## src/port_pkg.sv

```systemverilog
// Package for the I/O port controller: register map, field layout, types.
// Assumes a 32-bit APB slave with one aligned word per register.
package port_pkg;

   // ==========================================================
   // Register byte offsets
   localparam logic [11:0] PROT_OFS     = 12'h000;
   localparam logic [11:0] CLKCTL_OFS   = 12'h004;
   localparam logic [11:0] IOEN_OFS     = 12'h008;
   localparam logic [11:0] DATA_OFS     = 12'h00C;
   localparam logic [11:0] PULL_OFS     = 12'h010;
   localparam logic [11:0] FILT_OFS     = 12'h014;
   localparam logic [11:0] FUNC_OFS     = 12'h018;
   localparam logic [11:0] MODE_OFS     = 12'h01C;
   localparam logic [11:0] STATUS_OFS   = 12'h020;

   // ==========================================================
   // Field positions and values
   localparam logic [15:0] UNLOCK_KEY    = 16'h0096;
   localparam int          CLKSRC_LSB    = 0;
   localparam int          CLKDIV_LSB    = 4;
   localparam int          RUN_IN_DEBUG_BIT     = 8;
   localparam int          SLPSTOP_BIT   = 9;
   localparam int          IOEN_OUT_LSB  = 8;
   localparam int          DATA_IN_LSB   = 8;
   localparam int          PULL_SEL_LSB  = 8;
   localparam logic [1:0]  CLKSRC_RST    = 2'h0;
   localparam logic [3:0]  CLKDIV_RST    = 4'h0;
   localparam int          FILT_STAGES   = 3;

   // Per-pin settings carried together
   typedef struct packed {
      logic       in_en;
      logic       out_en;
      logic       pull_en;
      logic       pull_up;
      logic       filt_en;
      logic       periph;
      logic [1:0] func;
   } pin_cfg_s;

   // APB access phases
   typedef enum logic [1:0] {
      BUS_IDLE,
      BUS_SETUP,
      BUS_ACCESS
   } bus_state_e;

endpackage

```

## src/pin_filter.sv

```systemverilog
// Glitch filter for one pin, on the divided port filter clock enable.
// Assumes the input is already synchronous to core_clk.
`timescale 1ns/1ps
module pin_filter (
   input  wire logic core_clk,
   input  wire logic rst_n,
   input  wire logic tick,
   input  wire logic pin_in,
   output logic      pin_out
);
   import port_pkg::*;

   logic [1:0] samp_ff;
   logic       out_ff;
   wire        agree = (samp_ff[0] == pin_in) && (samp_ff[1] == pin_in);

   // ==========================================================
   // Output moves only after the input held across port clock ticks
   always_ff @(posedge core_clk or negedge rst_n) begin
      if (!rst_n) begin
         samp_ff <= 2'h0;
         out_ff  <= 1'b0;
      end else if (tick) begin
         samp_ff <= {samp_ff[0], pin_in};
         if (agree) out_ff <= pin_in;     // Short pulses discarded [RULE18]
      end
   end

   assign pin_out = out_ff;
endmodule // pin_filter

```

## src/port_controller.sv

```systemverilog
// I/O port controller: per-pin pull, filter, function select and clock control.
// Assumes an APB master on core_clk and pins synchronous to core_clk.
// The filter clock is a tick enable on core_clk.
// Every output comes from a flop.
// Debug pins in DBG_MASK never drive.
//
// Behaviour
// [RULE1] Each pin picks pull-up, pull-down or no pull.
// [RULE2] Glitch filter enables per pin.
// [RULE3] Each pin selects GPIO or one of four peripheral functions.
// [RULE4] After reset non-debug pins are high impedance, input and output off.
// [RULE5] Pins grouped eight to a group, index zero to seven.
// [RULE6] Cleared input enable blocks the pin's input path.
// [RULE7] Register control can stop a GPIO pin driving, leaving it high impedance.
// [RULE8] Filter runs only while the port filter clock is supplied.
// [RULE9] Software unlocks protection with the key before clock setup.
// [RULE10] Any non-key protection write relocks protection.
// [RULE11] Two-bit clock source and four-bit divider set the filter clock.
// [RULE12] Software keeps the source running in sleep for sleep filtering.
// [RULE13] Sleep-stop set: clock stops in sleep, filter disabled.
// [RULE14] Run-in-debug clear: clock suspended in debug, resumes after.
// [RULE15] Suspended in debug: filter stops, filtered pins' input deactivated.
// [RULE16] Port registers stay writable while the clock is suspended.
// [RULE17] Run-in-debug set: clock and filter keep running in debug.
// [RULE18] Filter discards pulses shorter than two to three port clocks.
// [RULE19] Software enables pin interrupts four port clocks after filter enable.
// [RULE20] Input data reads pin state sampled one clock before the read.
// [RULE21] Pin inputs are synchronised before filtering.
// [RULE22] Protected clock fields ignore writes while protection is active.
//
// Decided for this implementation: register access over APB and the address map.
`timescale 1ns/1ps
module port_controller #(
   parameter int PINS      = 8,
   parameter int DBG_MASK  = 0,
   parameter int NUM_SRC   = 4
) (
   input  wire logic                  core_clk,
   input  wire logic                  rst_n,
   input  wire logic                  psel,
   input  wire logic                  penable,
   input  wire logic                  pwrite,
   input  wire logic [11:0]           paddr,
   input  wire logic [31:0]           pwdata,
   output logic                       pready,
   output logic [31:0]                prdata,
   output logic                       pslverr,
   input  wire logic                  sleep_mode,
   input  wire logic                  debug_mode,
   input  wire logic [NUM_SRC-1:0]    src_clk_en,
   input  wire logic [PINS-1:0]       pin_in,
   output logic [PINS-1:0]            pin_out,
   output logic [PINS-1:0]            pin_oe_n,
   output logic [PINS-1:0]            pin_pull_en,
   output logic [PINS-1:0]            pin_pull_up,
   output logic [PINS-1:0]            pin_periph,
   output logic [2*PINS-1:0]          pin_func,
   output logic [PINS-1:0]            periph_in,
   output logic                       protect_on,
   output logic                       filter_clk_run
);
   import port_pkg::*;

   // ==========================================================
   // Configuration registers
   logic                  prot_open_ff;
   logic                  prot_lock_ff;
   logic [1:0]            clksrc_ff;
   logic [3:0]            clkdiv_ff;
   logic                  run_in_debug_ff;
   logic                  slpstop_ff;

   // Pin settings
   logic [PINS-1:0]       ien_ff;
   logic [PINS-1:0]       oen_ff;
   logic [PINS-1:0]       dout_ff;
   logic [PINS-1:0]       pull_en_ff;
   logic [PINS-1:0]       pull_up_ff;
   logic [PINS-1:0]       filt_en_ff;
   logic [PINS-1:0]       periph_ff;
   logic [2*PINS-1:0]     func_ff;

   // Input path
   logic [PINS-1:0]       sync1_ff;
   logic [PINS-1:0]       sync2_ff;
   logic [PINS-1:0]       din_ff;
   logic [PINS-1:0]       filt_out;

   // Divider
   logic [14:0]           div_cnt_ff;
   logic                  tick_ff;
   logic                  clk_run_ff;

   // Bus answer
   logic                  ready_ff;
   logic [31:0]           rdata_ff;
   logic                  err_ff;

   // Bus state
   bus_state_e            bus_ff;
   bus_state_e            nxt_bus;

   // Pad drive
   logic [PINS-1:0]       out_ff;
   logic [PINS-1:0]       oe_n_ff;
   logic [PINS-1:0]       pull_en_pad_ff;
   logic [PINS-1:0]       pull_up_pad_ff;
   logic [PINS-1:0]       periph_in_ff;

   // ==========================================================
   // Bus decode
   wire        setup    = psel && !penable;
   wire        acc      = psel && penable && ready_ff;
   wire        wr       = acc && pwrite;
   wire        key_hit  = (pwdata[15:0] == UNLOCK_KEY);

   // Full address match, no aliases
   wire        hit_prot = (paddr == PROT_OFS);
   wire        hit_clk  = (paddr == CLKCTL_OFS);
   wire        hit_ioen = (paddr == IOEN_OFS);
   wire        hit_data = (paddr == DATA_OFS);
   wire        hit_pull = (paddr == PULL_OFS);
   wire        hit_filt = (paddr == FILT_OFS);
   wire        hit_func = (paddr == FUNC_OFS);
   wire        hit_mode = (paddr == MODE_OFS);
   wire        hit_stat = (paddr == STATUS_OFS);
   // Anything else gets pslverr
   wire        mapped   = hit_prot | hit_clk | hit_ioen | hit_data | hit_pull
                          | hit_filt | hit_func | hit_mode | hit_stat;

   // Pins of the debug interface
   wire [PINS-1:0] dbg_pins = PINS'(DBG_MASK);

   // ==========================================================
   // Filter clock gating: source on, not stopped by sleep or debug
   // A stopped clock freezes all filters.
   wire src_on    = src_clk_en[clksrc_ff];                         // [RULE11]
   wire slp_block = sleep_mode && slpstop_ff;                      // [RULE13]
   wire dbg_block = debug_mode && !run_in_debug_ff;                       // [RULE14] [RULE17]
   wire clk_run   = src_on && !slp_block && !dbg_block;            // [RULE8]

   // Cut to the counter width on purpose
   wire [14:0] div_top = 15'((16'h0001 << clkdiv_ff) - 16'h0001);  // [RULE11]

   // Input path: disabled inputs read zero, filtered when the clock runs
   // Debug halt: filtered pins read zero.
   // Sleep stop: filtered pins pass through.
   wire [PINS-1:0] filt_live = filt_en_ff & {PINS{clk_run}};       // [RULE13]
   wire [PINS-1:0] in_gate   = ien_ff & ~(filt_en_ff & {PINS{dbg_block}}); // [RULE15]
   wire [PINS-1:0] in_sel    = (filt_live & filt_out) | (~filt_live & sync2_ff);
   wire [PINS-1:0] nxt_din   = in_sel & in_gate;                   // [RULE6]

   // Read mux
   // Selects are exclusive; gaps read zero
   logic [31:0] rmux;
   always_comb begin
      rmux = 32'h0000_0000;
      if (hit_prot) rmux = {31'h0000_0000, prot_open_ff};
      if (hit_clk)  rmux = {22'h000000, slpstop_ff, run_in_debug_ff, clkdiv_ff, 2'h0, clksrc_ff};
      if (hit_ioen) rmux = {16'h0000, 8'(oen_ff), 8'(ien_ff)};
      if (hit_data) rmux = {16'h0000, 8'(din_ff), 8'(dout_ff)};    // [RULE20]
      if (hit_pull) rmux = {16'h0000, 8'(pull_up_ff), 8'(pull_en_ff)};
      if (hit_filt) rmux = {24'h000000, 8'(filt_en_ff)};
      if (hit_func) rmux = {16'h0000, 16'(func_ff)};
      if (hit_mode) rmux = {24'h000000, 8'(periph_ff)};
      if (hit_stat) rmux = {31'h0000_0000, clk_run_ff};
   end

   // Bus state: one wait state after setup so the answer comes from a register
   // Back-to-back setup is taken at once
   // An idle bus stays in BUS_IDLE
   always_comb begin
      case (bus_ff)
         BUS_IDLE:   nxt_bus = setup ? BUS_SETUP : BUS_IDLE;
         BUS_SETUP:  nxt_bus = BUS_ACCESS;
         BUS_ACCESS: nxt_bus = setup ? BUS_SETUP : BUS_IDLE;
         default:    nxt_bus = BUS_IDLE;
      endcase
   end

   // ==========================================================
   // APB answer
   // Answer stands one cycle;
   // prdata is zero outside it
   always_ff @(posedge core_clk or negedge rst_n) begin
      if (!rst_n) begin
         bus_ff   <= BUS_IDLE;
         ready_ff <= 1'b0;
         rdata_ff <= 32'h0000_0000;
         err_ff   <= 1'b0;
      end else begin
         bus_ff   <= nxt_bus;
         ready_ff <= (nxt_bus == BUS_ACCESS);
         rdata_ff <= (nxt_bus == BUS_ACCESS) ? rmux : 32'h0000_0000;
         err_ff   <= (nxt_bus == BUS_ACCESS) && !mapped;
      end
   end

   // Protection key: key opens, anything else closes
   // The lock flag has its own flop for the pin
   always_ff @(posedge core_clk or negedge rst_n) begin
      if (!rst_n) begin
         prot_open_ff <= 1'b0;
         prot_lock_ff <= 1'b1;
      end else if (wr && hit_prot) begin
         prot_open_ff <= key_hit;                                  // [RULE9] [RULE10]
         prot_lock_ff <= !key_hit;                                 // [RULE10]
      end
   end

   // Clock control; source and divider locked by protection
   // Debug and sleep bits need no key.
   // Locked fields keep their value.
   always_ff @(posedge core_clk or negedge rst_n) begin
      if (!rst_n) begin
         clksrc_ff  <= CLKSRC_RST;
         clkdiv_ff  <= CLKDIV_RST;
         run_in_debug_ff   <= 1'b0;
         slpstop_ff <= 1'b0;
      end else if (wr && hit_clk) begin
         if (prot_open_ff) begin                                   // [RULE22]
            clksrc_ff <= pwdata[CLKSRC_LSB +: 2];
            clkdiv_ff <= pwdata[CLKDIV_LSB +: 4];
         end
         run_in_debug_ff   <= pwdata[RUN_IN_DEBUG_BIT];
         slpstop_ff <= pwdata[SLPSTOP_BIT];
      end
   end

   // Pin configuration; writable in debug too, reset to Hi-Z GPIO
   // A debug halt stops the clock and gates filtered inputs, not register writes.
   // Input enables low byte, outputs next.
   always_ff @(posedge core_clk or negedge rst_n) begin
      if (!rst_n) begin                                            // [RULE4]
         ien_ff     <= '0;
         oen_ff     <= '0;
         dout_ff    <= '0;
         pull_en_ff <= '0;
         pull_up_ff <= '0;
         filt_en_ff <= '0;
         periph_ff  <= '0;
         func_ff    <= '0;
      end else if (wr) begin                                       // [RULE16]
         if (hit_ioen) begin
            ien_ff <= pwdata[PINS-1:0];
            oen_ff <= pwdata[IOEN_OUT_LSB +: PINS];                // [RULE7]
         end
         if (hit_data) dout_ff <= pwdata[PINS-1:0];
         if (hit_pull) begin                                       // [RULE1]
            pull_en_ff <= pwdata[PINS-1:0];
            pull_up_ff <= pwdata[PULL_SEL_LSB +: PINS];
         end
         if (hit_filt) filt_en_ff <= pwdata[PINS-1:0];             // [RULE2]
         if (hit_func) func_ff <= pwdata[2*PINS-1:0];              // [RULE3]
         if (hit_mode) periph_ff <= pwdata[PINS-1:0];              // [RULE3]
      end
   end

   // ==========================================================
   // Port filter clock divider, stands still when the clock is off
   // One tick every 2^div core clocks;
   // a resumed clock finishes its period.
   always_ff @(posedge core_clk or negedge rst_n) begin
      if (!rst_n) begin
         div_cnt_ff <= 15'h0000;
         tick_ff    <= 1'b0;
         clk_run_ff <= 1'b0;
      end else begin
         clk_run_ff <= clk_run;
         if (!clk_run) begin                                       // [RULE8]
            tick_ff <= 1'b0;
         end else if (div_cnt_ff >= div_top) begin
            div_cnt_ff <= 15'h0000;
            tick_ff    <= 1'b1;
         end else begin
            div_cnt_ff <= div_cnt_ff + 15'h0001;
            tick_ff    <= 1'b0;
         end
      end
   end

   // Input synchroniser and sampled data
   // Only the second stage is read.
   always_ff @(posedge core_clk or negedge rst_n) begin
      if (!rst_n) begin
         sync1_ff <= '0;
         sync2_ff <= '0;
         din_ff   <= '0;
      end else begin
         sync1_ff <= pin_in;                                       // [RULE21]
         sync2_ff <= sync1_ff;
         din_ff   <= nxt_din;                                      // [RULE20]
      end
   end

   // One filter per pin, eight pins a group
   // All filters share one tick
   for (genvar i = 0; i < PINS; i++) begin : g_filt                // [RULE5]
      pin_filter u_filt (
         .core_clk (core_clk),
         .rst_n    (rst_n),
         .tick     (tick_ff),
         .pin_in   (sync2_ff[i]),
         .pin_out  (filt_out[i])
      );
   end

   // ==========================================================
   // Pad outputs
   // Pull turns off on the edge the driver turns on
   wire [PINS-1:0] drive_on = oen_ff & ~periph_ff & ~dbg_pins;     // [RULE7]

   always_ff @(posedge core_clk or negedge rst_n) begin
      if (!rst_n) begin
         out_ff         <= '0;
         oe_n_ff        <= '1;                                     // [RULE4]
         pull_en_pad_ff <= '0;                                     // [RULE4]
         pull_up_pad_ff <= '0;
         periph_in_ff   <= '0;
      end else begin
         out_ff         <= dout_ff;
         oe_n_ff        <= ~drive_on;                              // [RULE7]
         pull_en_pad_ff <= pull_en_ff & ~drive_on;                 // [RULE1]
         pull_up_pad_ff <= pull_up_ff;                             // [RULE1]
         periph_in_ff   <= nxt_din & periph_ff;
      end
   end

   // Bus answer
   assign pready         = ready_ff;
   assign prdata         = rdata_ff;
   assign pslverr        = err_ff;

   // Pad and status outputs
   assign pin_out        = out_ff;
   assign pin_oe_n       = oe_n_ff;
   assign pin_pull_en    = pull_en_pad_ff;
   assign pin_pull_up    = pull_up_pad_ff;
   assign pin_periph     = periph_ff;
   assign pin_func       = func_ff;
   assign periph_in      = periph_in_ff;
   assign protect_on     = prot_lock_ff;
   assign filter_clk_run = clk_run_ff;
endmodule // port_controller

```

## config.mk

```make
export PLATFORM = sky130hd
export DESIGN_NAME = port_controller
export DESIGN_NICKNAME = d
export VERILOG_FILES = /design/src/port_pkg.sv /design/src/pin_filter.sv /design/src/port_controller.sv
export SDC_FILE = /design/constraint.sdc
export NUM_CORES = 1
export LEC_CHECK = 0
export ABC_AREA = 0
export BUFFER_PORTS_ARGS = -buffer_cell sky130_fd_sc_hd__buf_2
export CORE_ASPECT_RATIO = 1.2
export CORE_MARGIN = 2
export CORE_UTILIZATION = 55
export DETAILED_ROUTE_END_ITERATION = 10
export GPL_ROUTABILITY_DRIVEN = 0
export GPL_TIMING_DRIVEN = 1
export PLACE_DENSITY = 0.79
export RECOVER_POWER = 25
export SLEW_MARGIN = 20
export SYNTH_ARGS = -nofsm -noshare
export SYNTH_HDL_FRONTEND = slang
export SYNTH_SLANG_ARGS = --single-unit
```

## constraint.sdc

```tcl
create_clock -name core_clk -period 4.84 [get_ports core_clk]
set_clock_uncertainty 0.05 [all_clocks]
set_input_delay 0 -clock core_clk [delete_from_list [all_inputs] [get_ports core_clk]]
set_output_delay 0 -clock core_clk [all_outputs]
set_load 0.1 [all_outputs]
```

# After elaboration in Yosys (flattened, before gate mapping)
# Cells that the tools add are included.
classes:
  addsub: 2
  order_cmp: 2
  n_eq_ne: 28
  shift: 1
  muxes: 17
  bitwise_logic: 22
  reduce_logical: 43
op_table:
  columns: ["cell", "n"]
  rows:
  - ["two-way mux 16 bit", 7]
  - ["bitwise AND 8 bit", 9]
  - ["equality test 12 x 5 -> 1 bit (second input constant)", 4]
  - ["two-way mux 32 bit", 1]
  - ["NOT 8 bit", 4]
  - ["AND reduction 2 bit", 15]
  - ["equality test 12 x 4 -> 1 bit (second input constant)", 2]
  - ["logical AND 1 bit", 19]
  - ["equality test 1 bit", 16]
  - ["equality test 16 x 8 -> 1 bit (second input constant)", 1]
  - ["adder 15 x 1 -> 15 bit (second input constant)", 1]
  - ["greater-or-equal comparator 15 bit", 1]
  - ["two-way mux 15 bit", 1]
  - ["<< shifter 1 x 4 -> 15 bit (first input constant)", 1]
  - ["subtractor 15 x 1 -> 15 bit (second input constant)", 1]
  - ["equality test 12 x 3 -> 1 bit (second input constant)", 1]
  - ["equality test 12 x 6 -> 1 bit (second input constant)", 1]
  - ["zero test 12 bit", 1]
  - ["two-way mux 10 bit", 1]
  - ["bitwise OR 1 bit", 8]
  - ["bitwise OR 8 bit", 1]
  - ["zero test 1 bit", 6]
  - ["two-way mux 1 bit", 5]
  - ["equality test 2 bit (second input constant)", 2]
  - ["6 further kinds", 6]
word_totals:
  reg_bits: 223
  in_bits: 63
  output_inout_bits: 100
  elab_cells: 160

# Depth between registers and ports, before layout
# Gate-level depths: netlist of run 1.
logic_depth:
  depth_word: 11
  ltp_mapped: 16
  ltp_nobuf: 14

# Hierarchy
# Synthesis of run 1 repeated with hierarchy kept, for this count alone.
unflattened:
  cells_unflattened: 706
  hier_area_um2: 9026.2
by_module_without_submodules:
  columns: ["mod", "instances", "cells_per_inst", "area_per_inst_um2"]
  rows:
  - ["port_controller", 1, 626, 7935.1]
  - ["pin_filter", 8, 10, 136.4]

# Worst setup path after synthesis of run 1
# OpenSTA, ideal clock, no wires.
synth_path:
  kind: "flip-flop to flip-flop"
  startpoint: "register clkdiv_ff[0]"
  endpoint: "register div_cnt_ff[3]"
  setup_time_ps: 126
  arrival_time_ps: 3254
  path_slack_ps: 1410
  stages_incl_launch_ff: 17
  path_buffers: 2
  path_cell_list: "dfrtp_1 > clkbuf_1 > or2_2 > or3_1 > ha_1 > nor2_1 > nand3b_1 > o21ai_0 > a22oi_1 > ha_1 > nand4_1 > nor4_1 > nor3_1 > nand3_1 > clkbuf_1 > nor2_1 > a221o_1"
synth_via:
  elab_chain_cells: 4
synth_lines:
  columns: ["item", "line", "rtl"]
  rows:
  - ["start: declaration", "port_controller.sv:69", "logic [3:0] clkdiv_ff;"]
  - ["start signal: assignment", "port_controller.sv:223", "clkdiv_ff <= pwdata[CLKDIV_LSB +: 4];"]
  - ["<< shifter 1 x 4 -> 15 bit", "port_controller.sv:143", "wire [14:0] div_top = 15'((16'h0001 << clkdiv_ff) - 16'h0001);"]
  - ["subtractor 15 x 1 -> 15 bit", "port_controller.sv:143", null]
  - ["greater-or-equal comparator 15 bit", "port_controller.sv:272", "end else if (div_cnt_ff >= div_top) begin"]
  - ["two-way mux 15 bit", "port_controller.sv:272", null]
  - ["end signal: assignment", "port_controller.sv:276", "div_cnt_ff <= div_cnt_ff + 15'h0001;"]
  - ["end: declaration", "port_controller.sv:90", "logic [14:0] div_cnt_ff;"]
# Every way passes these cells.
# A chain may end at the register's enable or synchronous reset.

# Worst setup path after layout of run 1
layout_path:
  startpoint: "register clkdiv_ff[1]"
  endpoint: "register div_cnt_ff[3]"
# Same word-level chain as after synthesis.

==> results by group, run 1 <==
Clocking
  • CTS tree: done
  • Clk slew on worst S/H paths: 0.06 ns
  • Hold buffers post-CTS: 29
  • Num CTS Buffers: 21
  • Post-CTS Setup Bufs: 0
  • Clk_lat worst skew: roughly 0.5 ns
  • Max Root-Sink Buffers: 3
  • Post_cts resized: 0
  • H-tree depth: 1
  • CTS root buf: clkbuf_16
  • Clock sink total: between 200 and 250

Worst setup path
  • Reg-to-reg slack, setup: 0.93 ns
  • Worst-case reg-to-reg path depth: 14
  • R2R Path Start: clkdiv_ff[1]
  • Critical Path Source Type: flip-flop
  • Family with the most delay on the worst path: simple AND/OR/NAND/NOR gates
  • Crit-path slowest cell: nor2_1
  • Worst Path Buf+Inv: 0
  • Crit path arrival time: 4.28 ns
  • Critical Path RT: 5.21 ns
  • Crit path largest cell delay: 0.60 ns
  • Nature of the critical path endpoint: flip-flop
  • CP cell instances: or2_2, or3_1, ha_1, nor2_1, nand3b_1, o21ai_0, a22oi_1, ha_1, nand4_1, nor4_1, nor3_1, nand3_1, nor2_1, a221o_1
  • Critical R2R Capture: div_cnt_ff[3]
  • Crit path max fanout: 14
  • Kind of critical path: reg2reg

Synth
  • Seq/Total Area, Yosys: 57.3%
  • Synth top area share: 54.7%
  • Most frequent cell after synthesis: dfrtp_1
  • Cell variety after synth: 57
  • Synth area leader: dfrtp_1
  • Synth Register Bits: 206
  • Post-synth top flop: dfrtp_1
  • Post-synth EDFFs: 0
  • Async set-reset flop share out of synthesis: 100%
  • Syn_area_per_cell: 12.3 um2
  • Syn Inst Count: 735
  • Synth top cells by count: 197 x dfrtp_1, 88 x mux2_2, 46 x nor2_1
  • Post-Syn Area: 9010 um2
  • Ranking of synthesized cells by area: dfrtp_1 55%, mux2_2 11%, dfstp_2 2.6%, ha_1 2.4%, a21oi_1 2.1%
  • Syn. warnings: 0

Power
  • Max IR drop VDD: 209 uV
  • PwrDens: 385 nW/um2
  • Lkg Pwr: 5.33 nW
  • Overall Power: a little over 4 mW

Min path
  • Hold path depth: 4
  • Hold Path End: protect_on
  • HP Class: in2reg
  • Hold path startpoint: psel

Drt
  • Drt total wl: 21400 um
  • Iteration-0 DRC Markers: 512
  • Vias: 6531
  • First-pass DRT Iterations: 5
  • DRC: 0
  • Routed Antenna Nets: 0
  • Post-DR vias/cell: 5.83
  • Routed len/inst: ~19 um

Timing
  • Worst Tran Pin Value: 2.44 ns
  • Tcrit/Tclk final: 80.9%
  • Setup-failing EPs final: 0
  • Post-layout min period: ~4 ns
  • Unrepaired setup endpoints after global routing: no
  • Slew Limit Fails: 97
  • Final Hold Fails: 0
  • Max_slew headroom: -62.5%
  • Setup_tns: 0 ns
  • Max frequency: approximately 260 MHz

Global route
  • Routing usage on met1: 32.6%
  • Total Routing Usage GR: around 25%
  • Global routing usage on met2: roughly two fifths
  • Initial antenna violation count: 0
  • Grt total ovfl: 0
  • Most Crowded Layer GR: met2
  • First-pass GRT wire length: ~34000 um
  • Largest net degree at the start of global routing: about 110
  • Met3 Use GR: 4.02%
  • Number of global-route vias before repair: around 6500

Die
  • Ports: between 150 and 200
  • Die area: 17400 um2
  • Initial Util: a little under three fifths
  • Row cnt: 51
  • CORE AREA: 16100 um2
  • Die span in y: 144 um
  • Die Width: 121 um

Run status
  • Failing checks: max-capacitance violations, max-slew violations
  • Status: finished with violations

Cells and area
  • Synth-to-layout area growth: 19.9%
  • Fin util: 66.9%
  • Fillers: 1138
  • Nets: 975
  • Layout cell share with drive strength beyond 1: approximately a third
  • Ant. Diodes: 0

Place
  • Post-DP HPWL: between 10000 and 15000 um
  • IO Port Bufs: 130

Flow run
  • Number of max-cap violations: 1
layout by cell type, fill, tap and decap left out, types with 8 or more instances in the layout:
cell type      Yosys  layout
buf_2              3     129
and2_1            21      21
mux2_2            88      88
nand2_1           45      45
mux2_4            10      10
dfstp_2            9       9
a22o_1             9       9
o21ai_0           29      29
a32o_1             8       8
nand2b_1          13      13
a31oi_1           14      14
nor2_1            46      46
conb_1             1      16
ha_1              17      17
dlygate4sd3_1      0      29
nand4_1            9       9
dfrtp_1          197     197
and3_1            15      15
clkbuf_16          0      21
inv_1             13      13
nand3_1           13      13
mux2i_1            8       8
a22oi_1           14      14
a21oi_1           38      38
cell families (layout without fill, tap and decap cells):
family / after synthesis / in the layout / share of synthesized area (%)
AO/OA/AOI/OAI: 142 / 142 / 10.4
multiplexers: 109 / 109 / 14.3
other: 1 / 16 / 0.0416
XOR/XNOR: 1 / 1 / 0.0972
AND/OR/NAND/NOR: 202 / 202 / 12.0
buffers and inverters: 57 / 216 / 3.46
adder cells (fa/ha/maj): 17 / 17 / 2.36
flip-flops: 206 / 206 / 57.3
through the flow:
stage               setup WS [ns]  std cells  instance area, um2  hold slack, ns
floorplan                    1.41        750                9070          -0.346
global placement             1.05       1054                9810          0.0602
detailed placement          0.984       1054                9810          0.0597
CTS                         0.966       1120               10800         0.00703
global route                0.578       1121               10800          0.0429
finish                      0.927       1121               10800          0.0255
routing by layer:
layer  routed length, um  vias to the layer above  share of wire, %
met3                1360                       56               6.3
li1                    -                     2965                 -
met2               10400                      257                49
met1                8930                     3253                42
met4                 738                        0               3.4
met5                   0                        -                 0
sequential cells by signal, summed over array words and instances (netlist names), 15 cells and up:
| signal | count |
|---|---|
| g_filt.u_filt.samp_ff | 16 |
| pin_func | 16 |
| div_cnt_ff | 15 |
| prdata | 16 |
worst min-delay path, cell delays in order:
cell,delay (ns)
buf_2,0.11
and4_1,0.23
nand3_1,0.14
a21oi_1,0.08
area by class of cell:
| type | count | area [um2] | area share [%] |
|---|---|---|---|
| flip-flops and latches | 206 | 5170 | 47.8 |
| repair buffers | 166 | 1010 | 9.35 |
| inverters | 13 | 48.8 | 0.452 |
| multi-input cells | 487 | 3610 | 33.4 |
| clock inverters | 8 | 98.8 | 0.915 |
| well taps | 212 | 265 | 2.46 |
| clock buffers | 29 | 606 | 5.61 |
worst max path at each step:
stage | startpoint | to | cells past startpoint
2_1_floorplan | clkdiv_ff[0] | div_cnt_ff[3] | 16
3_5_place_dp | clkdiv_ff[1] | div_cnt_ff[12] | 12
4_1_cts | clkdiv_ff[1] | div_cnt_ff[3] | 14
3_3_place_gp | clkdiv_ff[1] | div_cnt_ff[12] | 14
6_report | clkdiv_ff[1] | div_cnt_ff[3] | 14
5_1_grt | clkdiv_ff[1] | div_cnt_ff[9] | 14
power by group:
part           switching [mW]  leakage, nW  total (mW)  internal (mW)
combinational           0.324         2.21       0.563          0.239
clock                   0.651        0.348        1.64          0.984
sequential              0.125         2.77        1.96           1.84
total                    1.10         5.33        4.16           3.06
Power figures use the tool's default switching activity.
==> run 2: changes to the inputs <==
--- a/config.mk
+++ b/config.mk
@@ -5,15 +5,15 @@
 export SDC_FILE = /design/constraint.sdc
 export NUM_CORES = 1
 export LEC_CHECK = 0
-export ABC_AREA = 0
+export ABC_AREA = 1
 export BUFFER_PORTS_ARGS = -buffer_cell sky130_fd_sc_hd__buf_2
 export CORE_ASPECT_RATIO = 1.2
 export CORE_MARGIN = 2
-export CORE_UTILIZATION = 55
+export CORE_UTILIZATION = 51
 export DETAILED_ROUTE_END_ITERATION = 10
 export GPL_ROUTABILITY_DRIVEN = 0
 export GPL_TIMING_DRIVEN = 1
-export PLACE_DENSITY = 0.79
+export PLACE_DENSITY = 0.77
 export RECOVER_POWER = 25
 export SLEW_MARGIN = 20
 export SYNTH_ARGS = -nofsm -noshare
==> constraint.sdc (replaced) <==
create_clock -name core_clk -period 3.4 [get_ports core_clk]
set_clock_uncertainty 0.05 [all_clocks]
set_input_delay 0 -clock core_clk [delete_from_list [all_inputs] [get_ports core_clk]]
set_output_delay 0 -clock core_clk [all_outputs]
set_load 0.1 [all_outputs]
==> results by group, run 2 <==
Power
  • Max IR drop VDD: 404 uV
  • Lkg Pwr: approximately 5.6 nW
  • PwrDens: 480 nW/um2
  • Overall Power: 5.37 mW

Global route
  • First-pass GRT wire length: 38200 um
  • Most Crowded Layer GR: met2
  • Total Routing Usage GR: 24.6%
  • Largest net degree at the start of global routing: 95
  • Global routing usage on met2: 41.5%
  • Routing usage on met1: 30.9%
  • Initial antenna violation count: 0
  • Met3 Use GR: 3.44%
  • Number of global-route vias before repair: roughly 7500
  • Grt total ovfl: 0

Cells and area
  • Nets: 1261
  • Post-route cell area: 11200 um2
  • Layout cell share with drive strength beyond 1: 21.3%
  • Most common cell after layout, fill and taps aside: nand2_1
  • Fillers: 1478
  • Synth-to-layout area growth: 19.0%
  • Ant. Diodes: 0
  • Most frequent cells in the layout: 247 x nand2_1, 197 x dfrtp_1, 128 x buf_2

Place
  • IO Port Bufs: 130
  • Post-DP HPWL: 16900 um
  • Cell Area, Placed: ~10000 um2

Timing
  • Setup-failing EPs final: 0
  • Max_slew headroom: -60.1%
  • Max frequency: 333 MHz
  • Unrepaired setup endpoints after global routing: no
  • Setup_tns: 0 ns
  • Slew Limit Fails: 94
  • Post-layout min period: 3.01 ns
  • Worst Tran Pin Value: about 2.4 ns
  • Final Hold Fails: 0
  • Tcrit/Tclk final: 88.4%

Worst setup path
  • Crit path largest cell delay: 0.49 ns
  • Critical Path Source Type: flip-flop
  • Nature of the critical path endpoint: flip-flop
  • Kind of critical path: reg2reg
  • Critical Path RT: around 3.7 ns
  • Crit path max fanout: 11
  • Crit-path slowest cell: dfrtp_1
  • Crit path arrival time: 3.33 ns
  • CP most frequent cell: nand2_1
  • CP cell instances: nor2_1, nand2_1, ha_1, nand2_1, xor2_1, ha_1, nand2_1, nor2_1, nand2_1, a21oi_1, nor2_1, nand3_1, nand2_1, inv_2, nor2_1

Clocking
  • Clk_lat worst skew: 0.50 ns
  • Clock sink total: just over 200
  • CTS tree: done
  • Max Root-Sink Buffers: 3
  • Clk slew on worst S/H paths: around 0.060 ns
  • H-tree depth: 1
  • Num CTS Buffers: 20
  • CTS root buf: clkbuf_16

Synth
  • Synth top area share: a little over half
  • Async set-reset flop share out of synthesis: 100%
  • Synth top cells by count: 247 x nand2_1, 197 x dfrtp_1, 89 x inv_1
  • Post-synth top flop: dfrtp_1
  • Synth area leader: dfrtp_1
  • Most frequent cell after synthesis: nand2_1
  • Cell variety after synth: 46
  • Syn_area_per_cell: 9.22 um2
  • Syn Inst Count: 1020
  • Seq/Total Area, Yosys: between 50% and 60%
  • Syn. warnings: 0
  • Ranking of synthesized cells by area: dfrtp_1 52%, nand2_1 9.9%, inv_1 3.6%, a21oi_1 3.0%, nand3_1 3.0%
  • Post-synth EDFFs: 0
  • Synth Register Bits: ~210
  • Post-Syn Area: 9410 um2

Drt
  • Drt total wl: 23700 um
  • Post-DR vias/cell: 5.43
  • Vias: 7703
  • Iteration-0 DRC Markers: 724
  • Routed len/inst: between 15 and 20 um
  • First-pass DRT Iterations: 6
  • Routed Antenna Nets: 0
  • DRC: 0

Flow run
  • Number of max-cap violations: 1

Die
  • Die Width: roughly 130 um
  • Die area: 19500 um2
  • Row cnt: 54
  • Ports: 163
  • Initial Util: 51.9%
  • CORE AREA: approximately 18000 um2
  • Die span in y: 153 um

Run status
  • Failing checks: max-capacitance violations, max-slew violations
  • Status: finished with violations

Min path
  • HP Class: in2reg
## run 2: cell count changes in the layout (fill, tap and decap cells not counted), sizes merged, moves of 19 or more
cell   delta
nand2   +217
mux2     -98
inv      +84
o21ai    +84
nand3    +45
nor2     +24
and2     -20
a21oi    +19
## run 2: area by class of cell
class                      count  area [um2]  area share [%]
tap                          224         280            2.51
sequential                   206        5170            46.2
clock buffer                  22         528            4.72
multi-input combinational    687        3590            32.1
clock inverter                14         219            1.96
timing repair buffer         168        1030            9.25
inverter                      98         374            3.34
## run 2: power breakdown
group          total [mW]  switching [mW]  internal [mW]
combinational       0.351           0.264         0.0869
clock                2.48           0.963           1.52
sequential           2.54          0.0341           2.50
total                5.37            1.26           4.11
## run 2: cell families (layout without fill, tap and decap cells)
| family | count (synthesis) | in the layout | synth area share (%) |
|---|---|---|---|
| simple gates | 447 | 447 | 22.0 |
| flops | 206 | 206 | 54.9 |
| compound gates | 193 | 193 | 11.9 |
| buf+inv | 142 | 302 | 7.54 |
| fa+ha+maj | 17 | 17 | 2.26 |
| xor+xnor | 14 | 14 | 1.30 |
| other cells | 1 | 16 | 0.0399 |
## run 2: metal layers
metal	share of wire, %	wire [um]
met4	5.3	1270
met3	5.4	1280
met1	40	9530
met5	0	0
met2	49	11700
## run 2: final timing paths
path | startpoint | end | slack (ns) | cells past startpoint
max | clkdiv_ff[2] | div_cnt_ff[4] | 0.39 | 15
min reg2reg | sync1_ff[1] | sync2_ff[1] | 0.30 | 0
max reg2reg | clkdiv_ff[2] | div_cnt_ff[4] | 0.39 | 15
min | debug_mode | din_ff[1] | 0.03 | 6
max in group asynchronous | rst_n | pin_oe_n[0] | 1.05 | 3
min in group asynchronous | rst_n | div_cnt_ff[11] | 0.67 | 2
## run 2: what timing repair did
item                                   4_1_cts  5_1_grt
hold buffers                                35        0
endpoints found under the hold margin      181        0
resized for setup                            0        0
setup buffers                                0        0
## run 2: worst max-delay path: cells and delay by family, from the launching register on
kind / cells / cell delay [ns]
simple gates: 10 / 1.46
fa+ha+maj: 2 / 0.57
flops: 1 / 0.49
buf+inv: 1 / 0.13
compound gates: 1 / 0.12
xor+xnor: 1 / 0.07
## run 2: metrics by stage
stage	cells	worst slack (ns)	hold WS [ns]	util, %
2_1_floorplan	1035	0.832	-0.346	-
5_1_grt	1419	0.0852	0.0419	61.8
4_1_cts	1419	0.426	0.0149	61.8
6_report	1419	0.393	0.0329	61.8
3_5_place_dp	1348	0.448	0.0594	55.8
3_3_place_gp	1348	0.578	0.0600	55.8
